### src/fvec_pkg.sv
// Constants shared by the flash verify and emulation command sequencer
package fvec_pkg;
  // ==========================================================================
  // Register offsets on the plain register port
  localparam logic [2:0] REG_STAT = 3'h0; // Status and launch
  localparam logic [2:0] REG_INDEX = 3'h1; // Parameter index
  localparam logic [2:0] REG_PARAM = 3'h2; // Parameter word at the index
  localparam logic [2:0] REG_ERRSTAT = 3'h3; // Emulation error status
  localparam logic [2:0] REG_EEE = 3'h4; // Emulation state
  // ==========================================================================
  // Field positions
  localparam int STAT_COMMAND_COMPLETE_FLAG_BIT = 7;
  localparam int STAT_ACCESS_ERROR_FLAG_BIT = 5;
  localparam int STAT_PROTECT_VIOLATION_FLAG_BIT = 4;
  localparam int STAT_MG1_BIT = 1;
  localparam int STAT_MG0_BIT = 0;
  localparam int ERR_EPVIOL_BIT = 0;
  localparam int EEE_HALTED_BIT = 0;
  // ==========================================================================
  // Command codes, taken from the upper byte of parameter word 0
  localparam logic [7:0] CMD_VERIFY_BLOCK = 8'h02;
  localparam logic [7:0] CMD_VERIFY_SECTION = 8'h03;
  localparam logic [7:0] CMD_EEE_DISABLE = 8'h14;
  localparam logic [7:0] CMD_EEE_QUERY = 8'h15;
  // ==========================================================================
  // Index values expected at launch, alignment and limits
  localparam logic [2:0] IDX_NO_ARGS = 3'h0;
  localparam logic [2:0] IDX_SECTION = 3'h2;
  localparam logic [2:0] PHRASE_LSB = 3'h0;
  localparam logic [16:0] SEG_PHRASES = 17'h04000; // 128 Kbyte in 8-byte phrases
  // ==========================================================================
  // Unpartitioned query values and parameter reset value
  localparam logic [15:0] QRY_SIZE_UNPART = 16'hFFFF;
  localparam logic [7:0] QRY_CNT_UNPART = 8'h00;
  localparam logic [15:0] PARAM_RESET = 16'h0000;
endpackage

### src/fvec_seq.sv
// Flash erase verify and emulation control command sequencer
// ============================================================================
// Operation
// - block verify and disable need index zero
// - block verify flags bad block select
// - fatal verify reads set both status bits, other read errors only the error bit
// - section complete only after check finishes
// - section verify needs index two
// - section verify refused in disallowed mode
// - section verify flags invalid global address
// - section start must be phrase aligned
// - section must not cross 128K boundary
// - disable halts emulation, keeps tags, completes
// - disable refused before any partitioning
// - query returns partition settings and status
// - query fills indices one through four
// - unpartitioned query returns all-ones sizes and erase count, zero sector counts
module fvec_seq #(
  parameter int IDX_DEPTH = 8, // Parameter array entries
  parameter logic [6:0] BLK_LO = 7'h78, // Lowest valid block select
  parameter logic [6:0] BLK_HI = 7'h7F, // Highest valid block select
  parameter logic [15:0] BLOCK_PHRASES = 16'h2000 // Phrases in one block verify
) (
  input wire logic clk,
  input wire logic srst,
  input wire logic [2:0] addr,
  input wire logic [15:0] wdata,
  input wire logic wr,
  input wire logic rd,
  output logic [15:0] rdata,
  input wire logic section_cmd_enable,
  input wire logic partition_done,
  input wire logic [15:0] data_flash_partition_size,
  input wire logic [15:0] buffer_ram_partition_size,
  input wire logic [15:0] sector_erase_count,
  input wire logic [7:0] dead_sector_count,
  input wire logic [7:0] ready_sector_count,
  input wire logic eee_idle,
  output logic eee_halt,
  output logic fl_rd_en,
  output logic [22:0] fl_rd_addr,
  input wire logic fl_rd_ack,
  input wire logic fl_blank,
  input wire logic fl_err,
  input wire logic fl_fatal
);
  // ==========================================================================
  // Types and state
  typedef enum logic [2:0] {FVEC_IDLE, FVEC_VERIFY, FVEC_HALT, FVEC_QUERY} fvec_state_t;
  fvec_state_t state; // Sequencer state
  fvec_state_t next_state; // Next sequencer state
  logic [15:0] param [IDX_DEPTH]; // Command parameter array
  logic [2:0] parameter_index; // Array index
  logic command_complete_flag; // High while idle
  logic access_error_flag; // Sticky, write one to clear
  logic protect_violation_flag; // Sticky, never set here
  logic verify_error_status; // Any verify error
  logic verify_fatal_status; // Non-correctable verify error
  logic emulation_protect_violation_flag; // Sticky, never set here
  logic [15:0] remain; // Phrases left to verify
  logic [15:0] next_remain;
  logic [22:0] next_fl_rd_addr;
  // ==========================================================================
  // Register decode
  wire wr_stat = wr && (addr == fvec_pkg::REG_STAT);
  wire wr_index = wr && (addr == fvec_pkg::REG_INDEX);
  wire wr_param = wr && (addr == fvec_pkg::REG_PARAM);
  wire wr_err = wr && (addr == fvec_pkg::REG_ERRSTAT);
  // Launch ignored while an error flag from a previous command still stands
  wire launch = wr_stat && wdata[fvec_pkg::STAT_COMMAND_COMPLETE_FLAG_BIT] && command_complete_flag
    && !access_error_flag && !protect_violation_flag;
  // ==========================================================================
  // Parameter checks at launch, from the array contents, the index and the mode inputs
  wire [7:0] cmd = param[0][15:8];
  wire [6:0] blk = param[0][6:0];
  wire [22:0] start_addr = {blk, param[1]};
  wire [15:0] count = param[2];
  wire is_block = (cmd == fvec_pkg::CMD_VERIFY_BLOCK);
  wire is_section = (cmd == fvec_pkg::CMD_VERIFY_SECTION);
  wire is_disable = (cmd == fvec_pkg::CMD_EEE_DISABLE);
  wire is_query = (cmd == fvec_pkg::CMD_EEE_QUERY);
  wire blk_ok = (blk >= BLK_LO) && (blk <= BLK_HI);
  // Phrase offset inside the 128K segment plus count must stay in the segment
  wire [16:0] seg_end = {3'h0, start_addr[16:3]} + {1'b0, count};
  wire idx0_bad = (parameter_index != fvec_pkg::IDX_NO_ARGS);
  wire err_block = idx0_bad || !blk_ok;
  wire err_section = (parameter_index != fvec_pkg::IDX_SECTION)
    || !section_cmd_enable
    || !blk_ok
    || (start_addr[2:0] != fvec_pkg::PHRASE_LSB)
    || (seg_end > fvec_pkg::SEG_PHRASES);
  wire err_disable = idx0_bad || !partition_done;
  // Unknown codes are refused rather than silently completed
  wire launch_err = is_block ? err_block : is_section ? err_section :
    is_disable ? err_disable : !is_query;
  wire launch_ok = launch && !launch_err;
  // ==========================================================================
  // Query results: all-ones sizes and erase count, zero sector counts before partitioning
  wire [15:0] q_df = partition_done ? data_flash_partition_size : fvec_pkg::QRY_SIZE_UNPART;
  wire [15:0] q_er = partition_done ? buffer_ram_partition_size : fvec_pkg::QRY_SIZE_UNPART;
  wire [15:0] q_ec = partition_done ? sector_erase_count : fvec_pkg::QRY_SIZE_UNPART;
  wire [7:0] q_dead = partition_done ? dead_sector_count : fvec_pkg::QRY_CNT_UNPART;
  wire [7:0] q_ready = partition_done ? ready_sector_count : fvec_pkg::QRY_CNT_UNPART;
  wire [15:0] query_word [IDX_DEPTH];
  wire query_slot = (state == FVEC_QUERY); // Query or empty section finishing
  wire query_load = query_slot && is_query; // Only a real query may overwrite the array
  wire verify_last = (state == FVEC_VERIFY) && fl_rd_ack && (remain == 16'h0001);
  wire done = verify_last || query_slot || ((state == FVEC_HALT) && eee_idle);
  // ==========================================================================
  // Parameter array, one entry per generate step
  for (genvar i = 0; i < IDX_DEPTH; i++) begin : g_param
    // Query words land at indices 1 to 4, the rest keep their value
    assign query_word[i] = (i == 1) ? q_df : (i == 2) ? q_er : (i == 3) ? q_ec :
      (i == 4) ? {q_dead, q_ready} : param[i];
    always_ff @(posedge clk) begin
      if (srst) begin
        param[i] <= fvec_pkg::PARAM_RESET;
      end else if (query_load) begin
        param[i] <= query_word[i];
      end else if (wr_param && (parameter_index == 3'(i)) && command_complete_flag) begin
        param[i] <= wdata;
      end
    end
  end
  // ==========================================================================
  // Next state and verify walk
  always_comb begin
    next_state = state;
    next_remain = remain;
    next_fl_rd_addr = fl_rd_addr;
    case (state)
      FVEC_IDLE: begin
        if (launch_ok && (is_block || is_section)) begin
          // Whole block starts at offset zero, section at its first phrase
          next_state = FVEC_VERIFY;
          next_remain = is_block ? BLOCK_PHRASES : count;
          next_fl_rd_addr = is_block ? {blk, 16'h0000} : start_addr;
          // An empty section has nothing to read and finishes next cycle
          if (!is_block && (count == 16'h0000)) begin
            next_state = FVEC_QUERY;
            next_fl_rd_addr = start_addr;
          end
        end else if (launch_ok && is_disable) begin
          next_state = FVEC_HALT;
        end else if (launch_ok) begin
          next_state = FVEC_QUERY;
        end
      end
      FVEC_VERIFY: begin
        if (fl_rd_ack) begin
          next_remain = remain - 16'h0001;
          next_fl_rd_addr = fl_rd_addr + 23'h000008;
          if (remain == 16'h0001) begin
            next_state = FVEC_IDLE;
          end
        end
      end
      FVEC_HALT: begin
        // Wait for the emulation engine to reach a safe stopping point
        if (eee_idle) begin
          next_state = FVEC_IDLE;
        end
      end
      FVEC_QUERY: next_state = FVEC_IDLE;
      default: next_state = FVEC_IDLE;
    endcase
  end
  // Empty section reuses the one-cycle query slot only for completion timing,
  // so the array load is gated on the query code and the section keeps its words
  // ==========================================================================
  // Sequencer registers
  always_ff @(posedge clk) begin
    if (srst) begin
      state <= FVEC_IDLE;
      remain <= 16'h0000;
      fl_rd_addr <= 23'h000000;
    end else begin
      state <= next_state;
      remain <= next_remain;
      fl_rd_addr <= next_fl_rd_addr;
    end
  end
  // ==========================================================================
  // Index register, held while a command runs
  always_ff @(posedge clk) begin
    if (srst) begin
      parameter_index <= 3'h0;
    end else if (wr_index && command_complete_flag) begin
      parameter_index <= wdata[2:0];
    end
  end
  // ==========================================================================
  // Status flags
  always_ff @(posedge clk) begin
    if (srst) begin
      command_complete_flag <= 1'b1;
      access_error_flag <= 1'b0;
      protect_violation_flag <= 1'b0;
      verify_error_status <= 1'b0;
      verify_fatal_status <= 1'b0;
    end else begin
      // Cleared by an accepted launch, set once the command has finished
      if (launch_ok) begin
        command_complete_flag <= 1'b0;
      end else if (done) begin
        command_complete_flag <= 1'b1;
      end
      // Set wins over a write-one clear in the same cycle
      if (launch && launch_err) begin
        access_error_flag <= 1'b1;
      end else if (wr_stat && wdata[fvec_pkg::STAT_ACCESS_ERROR_FLAG_BIT]) begin
        access_error_flag <= 1'b0;
      end
      // No command here raises a protection error
      if (wr_stat && wdata[fvec_pkg::STAT_PROTECT_VIOLATION_FLAG_BIT]) begin
        protect_violation_flag <= 1'b0;
      end
      // Verify status restarts with each launch and accumulates over the read
      if (launch) begin
        verify_error_status <= 1'b0;
        verify_fatal_status <= 1'b0;
      end else if ((state == FVEC_VERIFY) && fl_rd_ack) begin
        verify_error_status <= verify_error_status | !fl_blank | fl_err | fl_fatal;
        verify_fatal_status <= verify_fatal_status | fl_fatal;
      end
    end
  end
  // ==========================================================================
  // Emulation halt state and its error flag
  always_ff @(posedge clk) begin
    if (srst) begin
      eee_halt <= 1'b0;
      emulation_protect_violation_flag <= 1'b0;
    end else begin
      // Halt request stays up once given; tag storage is never touched here
      if (launch_ok && is_disable) begin
        eee_halt <= 1'b1;
      end
      if (wr_err && wdata[fvec_pkg::ERR_EPVIOL_BIT]) begin
        emulation_protect_violation_flag <= 1'b0;
      end
    end
  end
  // ==========================================================================
  // Flash read request and read data
  assign fl_rd_en = (state == FVEC_VERIFY);
  wire [15:0] stat_word = {8'h00, command_complete_flag, 1'b0, access_error_flag,
    protect_violation_flag, 2'b00, verify_error_status, verify_fatal_status};
  wire [15:0] rd_mux = (addr == fvec_pkg::REG_STAT) ? stat_word :
    (addr == fvec_pkg::REG_INDEX) ? {13'h0000, parameter_index} :
    (addr == fvec_pkg::REG_PARAM) ? param[parameter_index] :
    (addr == fvec_pkg::REG_ERRSTAT) ? {15'h0000, emulation_protect_violation_flag} :
    (addr == fvec_pkg::REG_EEE) ? {15'h0000, eee_halt} : 16'h0000;
  // Read data stand only in the cycle after the strobe
  always_ff @(posedge clk) begin
    if (srst) begin
      rdata <= 16'h0000;
    end else begin
      rdata <= rd ? rd_mux : 16'h0000;
    end
  end
  // ==========================================================================
  // Checks
  bad_index_a: assert property (@(posedge clk) disable iff (srst)
    (launch && (is_block || is_disable) && idx0_bad) |=> access_error_flag && command_complete_flag)
    else $error("bad index did not raise access error");
  bad_block_a: assert property (@(posedge clk) disable iff (srst)
    (launch && is_block && !blk_ok) |=> access_error_flag && (state == FVEC_IDLE))
    else $error("bad block select accepted");
  verify_fatal_a: assert property (@(posedge clk) disable iff (srst)
    ((state == FVEC_VERIFY) && fl_rd_ack && fl_fatal) |=> verify_fatal_status && verify_error_status)
    else $error("fatal read not recorded");
  section_done_a: assert property (@(posedge clk) disable iff (srst)
    (state == FVEC_VERIFY) |-> !command_complete_flag)
    else $error("complete flag set during verify");
  section_index_a: assert property (@(posedge clk) disable iff (srst)
    (launch && is_section && (parameter_index != fvec_pkg::IDX_SECTION)) |=> access_error_flag)
    else $error("section launched with wrong index");
  section_mode_a: assert property (@(posedge clk) disable iff (srst)
    (launch && is_section && !section_cmd_enable) |=> (state == FVEC_IDLE) && access_error_flag)
    else $error("section ran in disallowed mode");
  section_align_a: assert property (@(posedge clk) disable iff (srst)
    (launch && is_section && (start_addr[2:0] != 3'h0)) |=> access_error_flag)
    else $error("misaligned section accepted");
  section_cross_a: assert property (@(posedge clk) disable iff (srst)
    (launch && is_section && (seg_end > 17'h04000)) |=> access_error_flag)
    else $error("segment crossing accepted");
  disable_part_a: assert property (@(posedge clk) disable iff (srst)
    (launch && is_disable && !partition_done) |=> !eee_halt || $past(eee_halt))
    else $error("disable ran before partitioning");
  query_unpart_a: assert property (@(posedge clk) disable iff (srst)
    (query_load && !partition_done && is_query) |=> (param[1] == 16'hFFFF) && (param[4] == 16'h0000))
    else $error("unpartitioned query values wrong");
  protect_hold_a: assert property (@(posedge clk) disable iff (srst)
    !$past(protect_violation_flag) |-> !protect_violation_flag)
    else $error("protection flag set by a command");
  empty_keep_a: assert property (@(posedge clk) disable iff (srst)
    (query_slot && !is_query) |=> (param[1] == $past(param[1])))
    else $error("empty section overwrote the array");
endmodule // fvec_seq

### config.mk
export PLATFORM = sky130hd
export DESIGN_NAME = fvec_seq
export DESIGN_NICKNAME = d
export VERILOG_FILES = /design/src/fvec_pkg.sv /design/src/fvec_seq.sv
export SDC_FILE = /design/constraint.sdc
export NUM_CORES = 1
export LEC_CHECK = 0
export BUFFER_PORTS_ARGS = -buffer_cell sky130_fd_sc_hd__buf_2
export CAP_MARGIN = 10
export CORE_MARGIN = 2
export CORE_UTILIZATION = 30
export DETAILED_ROUTE_END_ITERATION = 10
export PLACE_DENSITY_LB_ADDON = 0.1
export SLEW_MARGIN = 5
export SYNTH_ARGS = -nofsm -noshare
export SYNTH_HDL_FRONTEND = slang
export SYNTH_SLANG_ARGS = --single-unit
### constraint.sdc
create_clock -name clk -period 4.1 [get_ports clk]
set_input_delay 0.41 -clock clk [delete_from_list [all_inputs] [get_ports clk]]
set_output_delay 0.41 -clock clk [all_outputs]
set_load 0.02 [all_outputs]
Word level (Yosys, flattened, before mapping). Memories as Yosys holds them, arrays and structs flattened. A register that Yosys moved wholly into a read port is not among the register bits. Index checks and enable logic that the tools add are counted. W data, S select, Z words.

Multiply operators: 0. Div/mod/pow operators: 0. Magnitude comparators: 3. Muxes and demuxes: 89. Shift operators: 0. Bitwise operators: 21. Add/sub/neg operators: 3. Reduce and logical (&&, ||, !) cells: 67. Eq/ne operators: 26.

Operators with widths (number): $mux W16 (25); $mux W1 (46); $mux W23 (2); $pmux W23 S2 (1); $logic_and A1 B1 Y1 (34); $mux W8 (4); $pmux W16 S2 (1); $mux W3 (8); $add A23 B4 Y23 const B (1); $or A1 B1 Y1 (20); $eq A3 B2 Y1 const B (6); $add A14 B16 Y17 (1); $gt A17 B15 Y1 const B (1); $eq A16 B1 Y1 const B (1); $eq A8 B2 Y1 const B (2); $eq A8 B5 Y1 const B (2); $logic_not A16 Y1 (1); $sub A16 B1 Y16 const B (1); $eq A3 B3 Y1 const B (5); $eq A3 B1 Y1 const B (3); $logic_not A3 Y1 (3); $logic_or A1 B1 Y1 (9); $pmux W3 S3 (1); $logic_not A1 Y1 (8); 17 further kinds (23).

Register bits after elaboration: 66. Latch bits: 0. Input bits: 94. Memories kept: 1. Bits in writable memories: 128. Bits in read-only memories: 0.

Memory list: param (depth 8, bits a word 16, read ports 4, clocked after memory_dff 1, write ports 8, line fvec_seq.sv:52) `logic [15:0] param [IDX_DEPTH];`.

Depth between registers and ports, before layout. Gate-level depths: netlist of the first run. An unclocked memory read counts as a cell.

Depth after elaboration: 15. Mapped depth: 12.

Worst setup path after synthesis of the first run. Ideal clock, no wire load.

Kind: reg-to-reg. From: mem param[2][0]. To: reg state[0]. Arrival time: 3.406 ns. Slack: 0.615 ns. Clock period less this slack: 3.485 ns. Data required time: 4.021 ns. Cell stages (with the launch flop): 12. Path buffers: 0. Cells stage by stage: edfxtp_1 ha_1 fa_1 a211oi_1 nor2_1 mux2i_1 or4_4 nor4_4 nand4_2 a311oi_2 or3b_1 a211oi_2.

RTL lines: start: declaration (line fvec_seq.sv:52); end signal: assignment (line fvec_seq.sv:178) `state <= next_state;`; end: declaration (line fvec_seq.sv:50) `fvec_state_t state;`.

==> impl_metrics.yaml, run 1 <==
power:
  power.switching_mw: 1.09
  swShare_pct: 25.3
  clock_power_share_pct: 41.0
  ir_drop_uv: 267
  total_power_mw: 4.29
  p_leak_nw: 4.60
  internal_power_mw: 3.20
  p_per_area_mw_per_mm2: 342
  seqPwrFrac_pct: 51.0
  pwr-share-comb_pct: 8.0
routing:
  drcViolationCount: 0
  ant_nets: 0
  vias_per_cell: 5.26
  wl_per_cell_um: 22.9
  drt_iter0_markers: 541
  num_vias: 8253
  routed_wl_um: 35900
  drt_pre_antenna_iters: 5
floorplan:
  initial_utilization_pct: 30.5
  die_w_um: 192
  die-area_mm2: 0.0369
  core_mm2: 0.0347
  ios: 135
  rows: 68
  die_h_um: 192
timing:
  max_freq_mhz: 259
  fin_worst_skew_ns: 0.0113
  post-route-min-period_ns: 3.86
  hold_viol_final: 0
  finalSetupViolCount: 0
  holdWs_ns: 0.231
  relSlewSlack_pct: 35.2
  final-max-slew-violation-count: 0
  tns_ns: 0
  setup_slack_ns: 0.236
  tightestPinTransition_ns: 0.969
  rsz0062_at_grt: "false"
  fin_crit_sh_pct: 94.2
cts:
  cts_tree: "done"
  htree_levels: 4
  path_clk_slew_ns: 0.08
  clk_latency_ns: 0.45
  numCtsBuffers: 17
  cts_sinks: 196
  clock-root-buffer: "clkbuf_16"
  cts_buffer_depth: 2
yosys:
  muxShareOfSynthArea_pct: 9.07
  synthTopCellsByArea: "edfxtp_1 (36%), dfxtp_1 (13%), mux4_2 (6.8%), a22o_1 (5.4%), and2_1 (4.2%)"
  synth_nets: 1089
  synth_top_area_share_pct: 36.2
  synth_top_area_cell: "edfxtp_1"
  synthArstFlopShare_pct: 0
  synth_ff_type: "edfxtp_1"
  yosys_register_bits: 196
  synth_compound_area_share_pct: 15.7
  synth_fa_ha_area_share_pct: 2.19
  synthSimpleGateAreaFrac_pct: 19.2
  synth_most_common_cell: "edfxtp_1"
  yosysWarningCount: 0
  avgSynthCellArea_um2: 10.9
  synthXorXnorAreaFrac_pct: 1.65
  synth_common_cells: "edfxtp_1 (128), nor2_1 (91), and2_1 (71)"
  synth_top_family_by_area: "simple AND/OR/NAND/NOR gates"
  synthCells: 977
  synth.cell_area_mm2: 0.0106
  yosysSeqAreaShare_pct: 49.1
  synth_edf_count: 128
  ys_types: 71
placed_design:
  dp_cells: 1536
  dp_hpwl_um: 26000
  port_buffers: 134
  post-place-ws_ns: 0.129
  place_area_mm2: 0.0119
  gp_congestion: 0.892
global_route:
  grt_max_degree: 50
  overflow: 0
  track_usage_pct: 19.9
  grt_first_pass_wirelength_um: 53300
  grt_pass1_vias: 8134
  antenna_found_initial: 0
flow_run:
  drv_cap: 0
final_layout:
  area_growth_pct: 18.1
  fin_nets: 1212
  final_core_util_pct: 36.1
  drive_gt1_share_pct: 22.6
  diodes: 0
  stdcell_area_mm2: 0.0125
  final_cells: 1568
critical_path:
  critical_path_required_ns: 4.47
  path_class: "flip-flop to flip-flop"
  critPathMaxFanout: 5
  end_kind: "flip-flop"
  arrival_ns: 4.23
  worst_setup_path_start_kind: "flip-flop"
status:
  outcome: "finished clean"
hold_path:
  hold_path.class: "primary input to flip-flop"
[path summary, 6_finish.rpt]
| kind | cells after the start | startpoint | slack (ns) | to |
|---|---|---|---|---|
| max | 11 | param[2][0]$_DFFE_PP_ | 0.24 | state[0]$_SDFFE_PP0P_ |
| min | 2 | addr[2] | 0.23 | rdata[1]$_SDFF_PP0_ |
| max reg2reg | 11 | param[2][0]$_DFFE_PP_ | 0.24 | state[0]$_SDFFE_PP0P_ |
| min reg2reg | 1 | fl_rd_addr[0]$_SDFFE_PP0P_ | 0.46 | fl_rd_addr[0]$_SDFFE_PP0P_ |
[timing repair]
item,in CTS,in global routing
setup endpoints to repair,0,27
buffers inserted,0,0
resized for setup,0,2
hold buffers,0,0
[cells by family (layout without fill, tap and decap cells)]
family          count (synthesis)  after routing
compound gates                223            223
flops                         196            196
simple gates                  379            379
xor+xnor                       20             20
mux                            56             56
fa+ha+maj                      18             18
buf+inv                        85            221
[routing by layer]
layer	vias up	track usage, %	routed length [um]
met5	-	0	0
met4	0	6.52	794
met3	41	2.91	1290
met2	220	31.4	16600
met1	4044	28.0	17200
li1	3948	-	-
[critical path: stages (launching register included)]
cell	delay, ns
edfxtp_1	0.46
ha_1	0.27
fa_1	0.42
a211oi_2	0.29
nor2_1	0.12
mux2i_1	0.13
or4_4	0.55
nor4_4	0.23
nand4_2	0.27
a311oi_2	0.44
or3b_1	0.40
a211oi_2	0.21
[layout by cell type (no fill, tap or decap), types with 12 or more instances in the layout]
master     synthesis  routed
nor2_1            91      90
mux2i_1           23      23
nor4_1            12      12
nand2_1           44      44
o21ai_0           31      25
and2_1            71      71
nand2b_1          55      55
a21oi_1           37      36
nor3_1            32      29
mux4_2            32      32
a211oi_1          19      18
ha_1              17      17
clkbuf_16          0      17
dfxtp_1           68      67
buf_4              1      37
edfxtp_1         128     128
buf_2              5     134
inv_1             16      16
a22o_1            65      65
nand3_1           24      24
[power groups by stage]
stage | combinational [mW] | sequential, mW | clock [mW]
after floorplan | 0.195 | 2.21 | 0
after global placement | 0.351 | 2.23 | 0
after detailed placement | 0.348 | 2.23 | 0
after CTS | 0.349 | 2.19 | 1.80
after global routing | 0.375 | 2.19 | 1.88
final | 0.344 | 2.18 | 1.76
[area by class of cell]
cell class              count  area, um^2
clock inverters            15         168
inverters                  17        63.8
well taps                 455         569
repair buffers            172         968
flip-flops and latches    196        5210
multi-input cells         696        5120
clock buffers              17         425
fillers                  3525       22200
[state kept, by name, indices dropped and copies added (netlist names), named ones only]
signal	cells
parameter_index	3
access_error_flag	1
rdata	16
state	2
eee_halt	1
verify_fatal_status	1
param	128
verify_error_status	1
command_complete_flag	1
fl_rd_addr	23
remain	16
Note: power is estimated with default switching activity, not from simulation.
==> run 2, diff against run 1 <==
Settings changed: RECOVER_POWER set to 100.
==> impl_metrics.yaml, run 2 (synthesized netlist as in run 1, its figures left out) <==
routing:
  vias_per_cell: 5.29
  drt_pre_antenna_iters: 5
  num_vias: 8290
  drt_iter0_markers: 584
  ant_nets: 0
  wl_per_cell_um: 22.9
  drcViolationCount: 0
  routed_wl_um: 35900
timing:
  fin_worst_skew_ns: 0.0115
  final-max-slew-violation-count: 23
  fin_crit_sh_pct: 93.4
  tns_ns: 0
  finalSetupViolCount: 0
  rsz0062_at_grt: "false"
  holdWs_ns: 0.229
  post-route-min-period_ns: 3.83
  max_freq_mhz: 261
  relSlewSlack_pct: -5.34
  tightestPinTransition_ns: 1.58
  hold_viol_final: 0
final_layout:
  seq_area_mm2: 0.00520
  top_regs: "param (128), fl_rd_addr (23)"
  multi_input_area_mm2: 0.00512
  diodes: 0
  fillers: 3555
  final_common_cell: "edfxtp_1"
  largest_reg_flops: 128
  fin_nets: 1212
  drive_gt1_share_pct: 17.5
  regMostFlops: "param"
  area_growth_pct: 17.1
  final_cell_mix: "edfxtp_1 (128), buf_2 (94), nor2_1 (90)"
  stdcell_area_mm2: 0.0124
status:
  violations: "max-capacitance violations, max-slew violations"
  outcome: "finished, violations left"
power:
  total_power_mw: 4.28
  p_per_area_mw_per_mm2: 345
  ir_drop_uv: 268
  p_leak_nw: 4.32
floorplan:
  die_w_um: 192
  ios: 135
  die_h_um: 192
  die-area_mm2: 0.0369
  initial_utilization_pct: 30.5
  rows: 68
  core_mm2: 0.0347
placed_design:
  port_buffers: 134
  gp_congestion: 0.892
  place_area_mm2: 0.0119
  dp_hpwl_um: 26000
global_route:
  grt_max_degree: 50
  overflow: 0
  track_usage_pct: 19.9
  met1_usage_pct: 28.0
  grt.busiest_layer: "met2"
  antenna_found_initial: 0
  grt_first_pass_wirelength_um: 53300
  grtUsageMet3_pct: 2.91
  grtUsageMet2_pct: 31.4
  grt_pass1_vias: 8134
critical_path:
  path_class: "flip-flop to flip-flop"
  critPathMaxFanout: 5
  critical_path_required_ns: 4.47
  arrival_ns: 4.20
  end_kind: "flip-flop"
  worst_setup_path_start_kind: "flip-flop"
cts:
  cts_sinks: 196
  post_cts.repair.setup_buffers: 0
  htree_levels: 4
  cts_tree: "done"
  numCtsBuffers: 17
  clock-root-buffer: "clkbuf_16"
  clk_latency_ns: 0.45
  cts_buffer_depth: 2
  path_clk_slew_ns: 0.08
hold_path:
  hold_path.class: "primary input to flip-flop"
flow_run:
  drv_cap: 1
-- run 2: changes by cell type in the layout (fill, tap and decap cells not counted), moves of 15 or more --
cell,change
and2_0,+40
buf_4,-15
buf_2,-40
and2_1,-40
clkbuf_1,+54
-- run 2: where the power goes --
| part | switching, mW | internal, mW |
|---|---|---|
| Clock | 0.836 | 0.919 |
| Sequential | 0.0419 | 2.14 |
| Combinational | 0.207 | 0.133 |
-- run 2: what timing repair did --
action / CTS / global route
setup endpoints to repair: 0 / 27
hold buffers: 0 / 0
resized for setup: 0 / 2
-- run 2: path summary, 6_finish.rpt --
kind,startpoint,endpoint,slack (ns),cells after the start
worst max register to register,param[2][0]$_DFFE_PP_,state[0]$_SDFFE_PP0P_,0.27,11
worst min register to register,fl_rd_addr[0]$_SDFFE_PP0P_,fl_rd_addr[0]$_SDFFE_PP0P_,0.46,1
worst min-delay path,addr[2],rdata[1]$_SDFF_PP0_,0.23,2
worst max-delay path,param[2][0]$_DFFE_PP_,state[0]$_SDFFE_PP0P_,0.27,11
-- run 2: routing by layer --
layer | share of wire, % | up-vias
met2 | 46 | 215
met5 | 0 | -
met4 | 2.2 | 0
met1 | 48 | 4078
li1 | - | 3956
met3 | 3.6 | 41
-- run 2: layout make-up --
type,count,area share [%]
Inverter,17,0.514
Clock inverter,15,1.35
Multi-Input combinational cell,696,41.2
Sequential cell,196,41.9
Tap cell,455,4.59
Clock buffer,17,3.43
Timing Repair Buffer,172,6.95
-- run 2: worst max-delay path, stage by stage, from the launching register on --
cell and delay, ns:
edfxtp_1 0.46, ha_1 0.27, fa_1 0.42, a211oi_2 0.29, nor2_1 0.12, mux2i_1 0.13
or4_4 0.55, nor4_4 0.23, nand4_2 0.24, a311oi_2 0.43, or3b_1 0.40, a211oi_2 0.21
-- run 2: per-stage QoR --
step | worst slack, ns | std cells | utilization (%)
after detailed placement | 0.129 | 1536 | 34.3
after floorplan | 0.615 | 977 | -
after CTS | 0.115 | 1568 | 36.0
after global placement | 0.193 | 1536 | 34.3
final | 0.271 | 1568 | 35.8
after global routing | 0.0437 | 1568 | 35.8
